==> src/dlx_pkg.sv <==
// Package with constants and types for the low-power and calibration timing guard
package dlx_pkg;

  // ----------------------------------------------------------------
  // Clock and time figures
  // ----------------------------------------------------------------
  localparam int CLK_PS = 40000;            // Core clock period in ps
  localparam int REF_EXTRA_NS = 10;         // Added to refresh cycle times
  localparam int MOD_NS = 15;               // Mode update floor in ns
  localparam int CKE_NS = 5;                // Clock-enable pulse floor in ns
  localparam int CKS_NS = 10;               // Clock valid floor in ns
  localparam int REFC_NS = 260;             // Refresh cycle time in ns
  localparam int REFC4_NS = 160;            // Fine 4x refresh cycle time in ns

  // Rounded-up cycle count of a time in ns
  function automatic int ns2cyc(input int ns);
    int c;
    c = (ns * 1000 + CLK_PS - 1) / CLK_PS;
    return (c < 1) ? 1 : c;
  endfunction : ns2cyc

  function automatic int max2(input int a, input int b);
    return (a > b) ? a : b;
  endfunction : max2

  // ----------------------------------------------------------------
  // Cycle counts
  // ----------------------------------------------------------------
  localparam int INIT_CAL_CYC = 1024;       // initial_calibration_wait
  localparam int FULL_CAL_CYC = 512;        // full_calibration_wait
  localparam int SHORT_CAL_CYC = 128;       // short_calibration_wait
  localparam int LOOP_LOCK_CYC = 768;       // loop_lock_time
  localparam int CPD_CYC = 4;               // command_pass_off_delay
  localparam int PARITY_CYC = 4;            // parity_latency
  localparam int MOD_CYC = max2(24, ns2cyc(MOD_NS));
  localparam int CKE_MIN_CYC = max2(3, ns2cyc(CKE_NS));
  localparam int CKS_CYC = max2(5, ns2cyc(CKS_NS));
  localparam int RESET_EXIT_CYC = max2(5, ns2cyc(REFC_NS + REF_EXTRA_NS));
  localparam int SR_EXIT_CYC = ns2cyc(REFC_NS + REF_EXTRA_NS);
  localparam int FAST_EXIT_CYC = ns2cyc(REFC4_NS + REF_EXTRA_NS);
  localparam int PS_HOLD_CYC = MOD_CYC + CPD_CYC;
  localparam int PS_EXIT_CYC = 1;           // Power-save exit delay, no figure given
  localparam int CNT_W = 12;                // Window counter width

  // ----------------------------------------------------------------
  // Types
  // ----------------------------------------------------------------
  typedef enum logic [3:0] {
    DLX_OP_NONE, DLX_OP_RESET_EXIT, DLX_OP_FULL_CAL, DLX_OP_SHORT_CAL,
    DLX_OP_SR_ENTRY, DLX_OP_SR_EXIT, DLX_OP_PD_ENTRY, DLX_OP_PD_EXIT,
    DLX_OP_PS_ENTRY, DLX_OP_PS_EXIT, DLX_OP_OTHER
  } dlx_op_t;

  typedef enum logic [1:0] {DLX_CLS_PLAIN, DLX_CLS_CALMRS, DLX_CLS_LOCKED} dlx_cls_t;

  // Request from the user side
  typedef struct packed {
    dlx_op_t op;
    dlx_cls_t cls;
  } dlx_req_t;

  // Pin state driven toward the memory
  typedef struct packed {
    logic cke;
    logic clk_en;
    logic cmd_valid;
    dlx_op_t cmd;
  } dlx_pins_t;

endpackage : dlx_pkg

==> src/dlx_guard.sv <==
// Host-side guard that spaces memory commands around calibration and low-power modes
`timescale 1ns/100ps
module dlx_guard #(
  parameter int INIT_CAL = dlx_pkg::INIT_CAL_CYC,
  parameter int LOOP_LOCK = dlx_pkg::LOOP_LOCK_CYC
) (
  input wire logic core_clk,
  input wire logic resetn,
  input wire logic req_valid,              // User requests an operation
  input wire dlx_pkg::dlx_req_t req,       // Operation and its command class
  input wire logic parity_on,              // Command/address parity enabled
  output logic req_ready,                  // Operation accepted this cycle
  output dlx_pkg::dlx_pins_t pins          // Registered pin drive
);

  // ----------------------------------------------------------------
  // State
  // ----------------------------------------------------------------
  typedef enum {ST_UP, ST_ACTIVE, ST_SR, ST_PD, ST_PS} dlx_state_t;
  dlx_state_t state_ff;                    // Memory power state
  logic [dlx_pkg::CNT_W-1:0] plain_ff;     // Window before plain commands
  logic [dlx_pkg::CNT_W-1:0] calmrs_ff;    // Window before calibration/mode writes
  logic [dlx_pkg::CNT_W-1:0] locked_ff;    // Window before locked-loop commands
  logic [dlx_pkg::CNT_W-1:0] low_ff;       // Clock-enable low width window
  logic [dlx_pkg::CNT_W-1:0] clk_ff;       // Clock hold after entry window
  logic [dlx_pkg::CNT_W-1:0] lead_ff;      // Clock running before exit
  dlx_pkg::dlx_pins_t pins_ff;

  // ----------------------------------------------------------------
  // Decode
  // ----------------------------------------------------------------
  wire logic [dlx_pkg::CNT_W-1:0] par_w = parity_on ?
    dlx_pkg::CNT_W'(dlx_pkg::PARITY_CYC) : '0;
  wire logic lead_ok = lead_ff >= dlx_pkg::CNT_W'(dlx_pkg::CKS_CYC);
  wire logic cls_ok = (plain_ff == '0) &&
    (req.cls != dlx_pkg::DLX_CLS_CALMRS || calmrs_ff == '0) &&
    (req.cls != dlx_pkg::DLX_CLS_LOCKED || locked_ff == '0);
  wire logic is_exit = req.op == dlx_pkg::DLX_OP_SR_EXIT ||
    req.op == dlx_pkg::DLX_OP_PD_EXIT || req.op == dlx_pkg::DLX_OP_PS_EXIT;
  wire logic is_entry = req.op == dlx_pkg::DLX_OP_SR_ENTRY ||
    req.op == dlx_pkg::DLX_OP_PD_ENTRY || req.op == dlx_pkg::DLX_OP_PS_ENTRY;
  wire logic state_ok =
    (state_ff == ST_UP) ? req.op == dlx_pkg::DLX_OP_RESET_EXIT && lead_ok :
    (state_ff == ST_ACTIVE) ? !is_exit && req.op != dlx_pkg::DLX_OP_RESET_EXIT && cls_ok :
    (state_ff == ST_SR) ? req.op == dlx_pkg::DLX_OP_SR_EXIT && low_ff == '0 &&
                          clk_ff == '0 && lead_ok :
    (state_ff == ST_PD) ? req.op == dlx_pkg::DLX_OP_PD_EXIT && clk_ff == '0 && lead_ok :
    req.op == dlx_pkg::DLX_OP_PS_EXIT && clk_ff == '0 && lead_ok;
  // A request waits while plain_ff or the window of its own class is open; meanwhile only deselects go out
  assign req_ready = req_valid && req.op != dlx_pkg::DLX_OP_NONE && state_ok;
  wire logic take = req_ready;
  wire logic clk_run = clk_ff != '0 || !(state_ff == ST_SR || state_ff == ST_PD ||
    state_ff == ST_PS) || (take && is_exit) || (req_valid && is_exit);
  assign pins = pins_ff;

  // Down counter step
  function automatic logic [dlx_pkg::CNT_W-1:0] dec(input logic [dlx_pkg::CNT_W-1:0] v);
    return (v == '0) ? v : v - 1'b1;
  endfunction : dec

  // Larger of a running window and a new load
  function automatic logic [dlx_pkg::CNT_W-1:0] ld(input logic [dlx_pkg::CNT_W-1:0] v,
                                                  input logic [dlx_pkg::CNT_W-1:0] n);
    return (n > v) ? n : v;
  endfunction : ld

  // ----------------------------------------------------------------
  // Next values
  // ----------------------------------------------------------------
  logic [dlx_pkg::CNT_W-1:0] nxt_plain, nxt_calmrs, nxt_locked, nxt_low, nxt_clk;
  dlx_state_t nxt_state;
  always_comb begin
    nxt_plain = dec(plain_ff);
    nxt_calmrs = dec(calmrs_ff);
    nxt_locked = dec(locked_ff);
    nxt_low = dec(low_ff);
    nxt_clk = dec(clk_ff);
    nxt_state = state_ff;
    if (take) begin
      unique case (req.op)
        dlx_pkg::DLX_OP_RESET_EXIT: begin
          nxt_state = ST_ACTIVE;
          nxt_plain = dlx_pkg::CNT_W'(dlx_pkg::RESET_EXIT_CYC + INIT_CAL);
        end
        dlx_pkg::DLX_OP_FULL_CAL: nxt_plain = ld(nxt_plain, dlx_pkg::CNT_W'(dlx_pkg::FULL_CAL_CYC));
        dlx_pkg::DLX_OP_SHORT_CAL: nxt_plain = ld(nxt_plain, dlx_pkg::CNT_W'(dlx_pkg::SHORT_CAL_CYC));
        dlx_pkg::DLX_OP_SR_ENTRY: begin
          nxt_state = ST_SR;
          nxt_low = dlx_pkg::CNT_W'(dlx_pkg::CKE_MIN_CYC + 1) + par_w;
          nxt_clk = dlx_pkg::CNT_W'(dlx_pkg::CKS_CYC) + par_w;
        end
        dlx_pkg::DLX_OP_PD_ENTRY: begin
          nxt_state = ST_PD;
          nxt_clk = dlx_pkg::CNT_W'(dlx_pkg::CKS_CYC) + par_w;
        end
        dlx_pkg::DLX_OP_PS_ENTRY: begin
          nxt_state = ST_PS;
          nxt_clk = dlx_pkg::CNT_W'(dlx_pkg::PS_HOLD_CYC);
        end
        dlx_pkg::DLX_OP_SR_EXIT: begin
          nxt_state = ST_ACTIVE;
          nxt_plain = dlx_pkg::CNT_W'(dlx_pkg::SR_EXIT_CYC);
          nxt_calmrs = dlx_pkg::CNT_W'(dlx_pkg::FAST_EXIT_CYC);
          nxt_locked = dlx_pkg::CNT_W'(LOOP_LOCK);
        end
        dlx_pkg::DLX_OP_PD_EXIT: nxt_state = ST_ACTIVE;
        dlx_pkg::DLX_OP_PS_EXIT: begin
          nxt_state = ST_ACTIVE;
          nxt_plain = dlx_pkg::CNT_W'(dlx_pkg::PS_EXIT_CYC);
          nxt_locked = dlx_pkg::CNT_W'(dlx_pkg::PS_EXIT_CYC + LOOP_LOCK);
        end
        default: ;
      endcase
    end
  end

  // ----------------------------------------------------------------
  // Registers
  // ----------------------------------------------------------------
  // Window counters and power state
  always_ff @(posedge core_clk or negedge resetn) begin
    if (!resetn) begin
      state_ff <= ST_UP;
      plain_ff <= '0;
      calmrs_ff <= '0;
      locked_ff <= '0;
      low_ff <= '0;
      clk_ff <= '0;
    end else begin
      state_ff <= nxt_state;
      plain_ff <= nxt_plain;
      calmrs_ff <= nxt_calmrs;
      locked_ff <= nxt_locked;
      low_ff <= nxt_low;
      clk_ff <= nxt_clk;
    end
  end

  // Count cycles of running clock, saturating; cleared when clock stops
  always_ff @(posedge core_clk or negedge resetn) begin
    if (!resetn) begin
      lead_ff <= '0;
    end else if (!pins_ff.clk_en) begin
      lead_ff <= '0;
    end else if (lead_ff != '1) begin
      lead_ff <= lead_ff + 1'b1;
    end
  end

  // Pin drive: deselect unless a request is taken
  always_ff @(posedge core_clk or negedge resetn) begin
    if (!resetn) begin
      pins_ff <= '{cke: 1'b0, clk_en: 1'b1, cmd_valid: 1'b0, cmd: dlx_pkg::DLX_OP_NONE};
    end else begin
      pins_ff.cke <= (nxt_state == ST_ACTIVE);
      pins_ff.clk_en <= clk_run;
      pins_ff.cmd_valid <= take && !is_entry;
      pins_ff.cmd <= take ? req.op : dlx_pkg::DLX_OP_NONE;
    end
  end

  // ----------------------------------------------------------------
  // Checks
  // ----------------------------------------------------------------
  AST_FULL_CAL: assert property (@(posedge core_clk) disable iff (!resetn)
    take && req.op == dlx_pkg::DLX_OP_FULL_CAL |=> !req_ready [*8])
    else $error("command taken too soon after full calibration");
  AST_SHORT_CAL: assert property (@(posedge core_clk) disable iff (!resetn)
    take && req.op == dlx_pkg::DLX_OP_SHORT_CAL |=> plain_ff == 12'h080)
    else $error("short calibration window wrong");
  AST_SR_LOW: assert property (@(posedge core_clk) disable iff (!resetn)
    take && req.op == dlx_pkg::DLX_OP_SR_ENTRY |=> ##1 !pins_ff.cke [*4])
    else $error("clock enable rose early after self refresh entry");
  AST_CLK_HOLD: assert property (@(posedge core_clk) disable iff (!resetn)
    take && req.op == dlx_pkg::DLX_OP_PD_ENTRY |=> ##1 pins_ff.clk_en [*5])
    else $error("clock stopped early after entry");
  AST_EXIT_LEAD: assert property (@(posedge core_clk) disable iff (!resetn)
    take && is_exit |-> $past(pins_ff.clk_en, 1) && $past(pins_ff.clk_en, 5) &&
      lead_ff >= 12'h005)
    else $error("exit without clock lead");
  AST_PS_HOLD: assert property (@(posedge core_clk) disable iff (!resetn)
    take && req.op == dlx_pkg::DLX_OP_PS_ENTRY |=> clk_ff == 12'h01c)
    else $error("power save clock hold wrong");
  AST_LOCKED: assert property (@(posedge core_clk) disable iff (!resetn)
    req_ready && req.cls == dlx_pkg::DLX_CLS_LOCKED |-> locked_ff == '0)
    else $error("locked command inside lock window");
  AST_DESELECT: assert property (@(posedge core_clk) disable iff (!resetn)
    plain_ff != '0 |=> !pins_ff.cmd_valid || $past(is_exit) || $past(state_ff) != ST_ACTIVE)
    else $error("command issued while window open");

endmodule : dlx_guard

==> config.mk <==
export PLATFORM = sky130hd
export DESIGN_NAME = dlx_guard
export DESIGN_NICKNAME = d
export VERILOG_FILES = /design/src/dlx_pkg.sv /design/src/dlx_guard.sv
export SDC_FILE = /design/constraint.sdc
export NUM_CORES = 1
export LEC_CHECK = 0
export BUFFER_PORTS_ARGS = -buffer_cell sky130_fd_sc_hd__buf_2
export CAP_MARGIN = 15
export CORE_MARGIN = 4
export CORE_UTILIZATION = 50
export DETAILED_ROUTE_END_ITERATION = 7
export PLACE_DENSITY = 0.76
export REMOVE_ABC_BUFFERS = 1
export SLEW_MARGIN = 20
export SYNTH_ARGS = -nofsm -noshare
export SYNTH_HDL_FRONTEND = slang
export SYNTH_SLANG_ARGS = --single-unit
==> constraint.sdc <==
create_clock -name core_clk -period 3.4 [get_ports core_clk]
set_clock_uncertainty 0.1 [all_clocks]
set_input_delay 0.34 -clock core_clk [delete_from_list [all_inputs] [get_ports core_clk]]
set_output_delay 0.34 -clock core_clk [all_outputs]
set_load 0.02 [all_outputs]
==> impl_metrics.prom <==
# TYPE chip_impl_metric gauge
chip_impl_info{name="status",value="completed"} 1
chip_impl_metric{name="slew_violations",unit=""} 0
chip_impl_metric{name="finalSetupViolations",unit=""} 0
chip_impl_metric{name="vias_per_cell",unit=""} 5.55
chip_impl_metric{name="max_freq",unit="GHz"} 0.304
chip_impl_metric{name="wire_per_inst",unit="um"} 14.5
chip_impl_metric{name="drt_pre_antenna_iters",unit=""} 4
chip_impl_info{name="synth_area_leaders",value="sky130_fd_sc_hd__dfrtp_1, sky130_fd_sc_hd__nor2_1, sky130_fd_sc_hd__and2_1, sky130_fd_sc_hd__a21oi_1, sky130_fd_sc_hd__xnor2_1"} 1
chip_impl_metric{name="p_leak",unit="nW"} 2.67
chip_impl_metric{name="drt_wl_total",unit="mm"} 10.9
chip_impl_metric{name="initial_utilization",unit="%"} 51.1
chip_impl_metric{name="cts_num_sinks",unit=""} 111
chip_impl_metric{name="postRouteAntennaNets",unit=""} 0
chip_impl_metric{name="buffer_ports.inserted",unit=""} 17
chip_impl_metric{name="synthesis.area_per_instance",unit="um2"} 9.77
chip_impl_info{name="synth_most_common_cell",value="sky130_fd_sc_hd__dfrtp_1"} 1
chip_impl_metric{name="design.final.nets",unit=""} 623
chip_impl_metric{name="crit_required",unit="ns"} 2.96
chip_impl_metric{name="async_flop_share",unit="%"} 100
chip_impl_metric{name="die_x",unit="um"} 114
chip_impl_metric{name="vias_in_the_first_global_route",unit=""} 4227
chip_impl_metric{name="fin_crit_sh",unit="%"} 96.8
chip_impl_metric{name="crit_arrival",unit="ns"} 2.85
chip_impl_info{name="crit_path_cell_trace",value="inv_1 -> ha_1 -> nor2b_2 -> nand3_2 -> or4_4 -> o31ai_4 -> nand4b_4 -> a21o_4 -> a21oi_2 -> buf_4"} 1
chip_impl_metric{name="cap_violations",unit=""} 0
chip_impl_metric{name="post-dp-hpwl",unit="mm"} 7.57
chip_impl_info{name="setup.worst_path.start_class",value="flip-flop"} 1
chip_impl_metric{name="synthDominantCellAreaShare",unit="%"} 49.4
chip_impl_metric{name="post_synth_num_cell_types",unit=""} 60
chip_impl_metric{name="antenna_found_initial",unit=""} 1
chip_impl_metric{name="grt_pass1_wl",unit="mm"} 19.1
chip_impl_metric{name="synthesis.yosys.warnings",unit=""} 0
chip_impl_info{name="cts_root_buf",value="sky130_fd_sc_hd__clkbuf_8"} 1
chip_impl_metric{name="slew_headroom",unit="%"} 45.3
chip_impl_info{name="endpoint_kind",value="output pin"} 1
chip_impl_metric{name="clock_latency",unit="ns"} 0.39
chip_impl_metric{name="cts-htree-levels",unit=""} 3
chip_impl_metric{name="synth-seq-area-share",unit="%"} 49.9
chip_impl_info{name="postSynth.topFlopCell",value="sky130_fd_sc_hd__dfrtp_1"} 1
chip_impl_metric{name="core_region_area",unit="um2"} 10900
chip_impl_metric{name="critical-path-max-stage-delay",unit="ns"} 0.47
chip_impl_metric{name="placement_rows",unit=""} 38
chip_impl_info{name="clock_tree_from_tritoncts",value="yes"} 1
chip_impl_metric{name="globalRouteTotalUtil",unit="%"} 18.1
chip_impl_info{name="synth_top_area_cell",value="sky130_fd_sc_hd__dfrtp_1"} 1
chip_impl_info{name="crit_type",value="flip-flop to output pin"} 1
chip_impl_metric{name="whs",unit="ns"} 0.0879
chip_impl_metric{name="layout_min_cycle_time",unit="ns"} 3.29
chip_impl_metric{name="cellPowerDensity",unit="nW/um2"} 661
chip_impl_metric{name="floorplan.die_area",unit="um2"} 12900
chip_impl_metric{name="globalplace.congestion",unit=""} 0.846
chip_impl_metric{name="die_h",unit="um"} 114
chip_impl_metric{name="drcViolationCount",unit=""} 0
chip_impl_metric{name="final-hold-violation-count",unit=""} 0
chip_impl_info{name="slowest_stage",value="sky130_fd_sc_hd__or4_4"} 1
chip_impl_metric{name="post_synthesis_instance_area",unit="um2"} 5570
chip_impl_metric{name="clk_slew_on_worst_s_h_paths",unit="ns"} 0.12
chip_impl_metric{name="route.vias.total",unit=""} 4166
chip_impl_metric{name="synth_enable_flop_cells",unit=""} 0
chip_impl_metric{name="post_route_cells_drive_above_1_share",unit="%"} 14.3
chip_impl_info{name="min_path_type",value="input port to flip-flop"} 1
chip_impl_metric{name="pin_count",unit=""} 18
chip_impl_metric{name="global_route.overflow_total",unit=""} 0
chip_impl_metric{name="yosys_register_bits",unit=""} 111
chip_impl_metric{name="cts_max_path_buffers",unit=""} 2
chip_impl_metric{name="cts_made_buffers",unit=""} 9
chip_impl_metric{name="dr.first_iter.drc_count",unit=""} 222
chip_impl_metric{name="peakVddDrop",unit="V"} 0.000331
chip_impl_metric{name="postLayoutCellArea",unit="um2"} 6170
chip_impl_metric{name="synthCells",unit=""} 570
chip_impl_metric{name="critical_path_peak_fanout",unit=""} 5
chip_impl_metric{name="dpl-instance-area",unit="um2"} 5850
chip_impl_info{name="synthTopCellsByCount",value="sky130_fd_sc_hd__dfrtp_1, sky130_fd_sc_hd__nor2_1, sky130_fd_sc_hd__nand2_1"} 1
chip_impl_metric{name="pin_count_of_the_biggest_net_entering_global_routing",unit=""} 68
chip_impl_metric{name="worst_pin_slew",unit="ns"} 0.821
chip_impl_metric{name="areaGrowthSynthToFinish",unit="%"} 10.8
placed cells by master (no fill, tap or decap), types with 4 or more instances in the layout:
master	synthesis	layout
sky130_fd_sc_hd__a211oi_1	5	5
sky130_fd_sc_hd__a21oi_1	35	34
sky130_fd_sc_hd__a31oi_1	4	4
sky130_fd_sc_hd__and2_1	35	35
sky130_fd_sc_hd__buf_2	3	15
sky130_fd_sc_hd__buf_4	0	23
sky130_fd_sc_hd__clkbuf_8	0	9
sky130_fd_sc_hd__dfrtp_1	110	110
sky130_fd_sc_hd__ha_1	9	9
sky130_fd_sc_hd__inv_1	18	18
sky130_fd_sc_hd__mux2i_1	7	7
sky130_fd_sc_hd__nand2_1	42	42
sky130_fd_sc_hd__nand2b_1	9	9
sky130_fd_sc_hd__nand3_1	12	12
sky130_fd_sc_hd__nand3b_1	4	4
sky130_fd_sc_hd__nand4_1	5	5
sky130_fd_sc_hd__nor2_1	79	79
sky130_fd_sc_hd__nor2b_1	9	8
sky130_fd_sc_hd__nor3_1	34	34
sky130_fd_sc_hd__nor4_1	13	13
sky130_fd_sc_hd__o21ai_0	18	18
sky130_fd_sc_hd__o31ai_1	5	4
sky130_fd_sc_hd__or3_1	13	12
sky130_fd_sc_hd__xnor2_1	20	20
sky130_fd_sc_hd__xor2_1	19	19
final cells by class:
type | count | area (um2)
Tap cell | 140 | 175
Fill cell | 941 | 4720
Clock buffer | 9 | 124
Clock inverter | 7 | 76.3
Antenna cell | 1 | 2.50
Timing Repair Buffer | 39 | 258
Sequential cell | 111 | 2780
Multi-Input combinational cell | 425 | 2690
Inverter | 18 | 67.6
metrics by stage:
step	setup slack, ns	util, %	power (mW)	setup TNS, ns	instances
6_report	0.110	56.6	4.08	0	750
5_1_grt	-0.0350	56.6	4.39	-0.0350	750
4_1_cts	0.00317	56.2	4.08	0	744
3_5_place_dp	0.0903	53.7	3.25	0	726
3_3_place_gp	0.255	53.7	3.17	0	726
2_1_floorplan	0.190	-	2.93	0	554
cells by family after synthesis:
group           share of synthesized area, %
mux                                     1.93
flops                                   49.9
xor+xnor                                6.14
buf+inv                                 2.92
fa+ha+maj                               2.02
simple gates                            28.1
compound gates                          9.01
critical path, delay by kind of cell, from the launching register on:
family | cells | cell delay (ns)
buffers and inverters | 2 | 0.25
AND/OR/NAND/NOR | 4 | 0.96
adder cells (fa/ha/maj) | 1 | 0.17
flip-flops | 1 | 0.40
AO/OA/AOI/OAI | 3 | 0.69
path summary, 6_finish.rpt:
path / start / to / slack (ns) / cells past startpoint
max reg2reg: plain_ff[0]$_DFF_PN0_ / pins[6]$_DFF_PN0_ / 0.23 / 10
min in group asynchronous: resetn / state_ff[25]$_DFF_PN0_ / 0.49 / 2
min reg2reg: state_ff[14]$_DFF_PN0_ / state_ff[14]$_DFF_PN0_ / 0.39 / 1
max in group asynchronous: resetn / low_ff[2]$_DFF_PN0_ / 1.87 / 3
min: parity_on / clk_ff[2]$_DFF_PN0_ / 0.09 / 2
max: plain_ff[0]$_DFF_PN0_ / req_ready / 0.11 / 10
sequential cells by signal (all words and copies together) (netlist names):
register and flops:
calmrs_ff 12, clk_ff 12, lead_ff 12, locked_ff 12, low_ff 12, pins 7
plain_ff 12, state_ff 32
metal layers:
metal / vias to the layer above / global-route usage [%] / wire, um
met4: 0 / 7.69 / 257
met5: - / 0 / 0
met2: 82 / 29.4 / 5350
met1: 2020 / 23.7 / 4940
li1: 2041 / - / -
met3: 23 / 3.55 / 356
report_power, final:
part           total, mW  internal [mW]  switching, mW
clock network      0.784          0.290          0.495
logic               1.20          0.580          0.616
registers           2.10           1.69          0.406
repair_timing:
| action | in CTS | in global routing |
|---|---|---|
| hold buffers | 1 | 0 |
| buffers inserted | 1 | 5 |
| resized for setup | 9 | 3 |
| pin swaps | 2 | 4 |
| endpoints found under the hold margin | 64 | 0 |
| endpoints found under the setup margin | 1 | 2 |
| cloned | 0 | 0 |
Power figures use the tool's default switching activity.
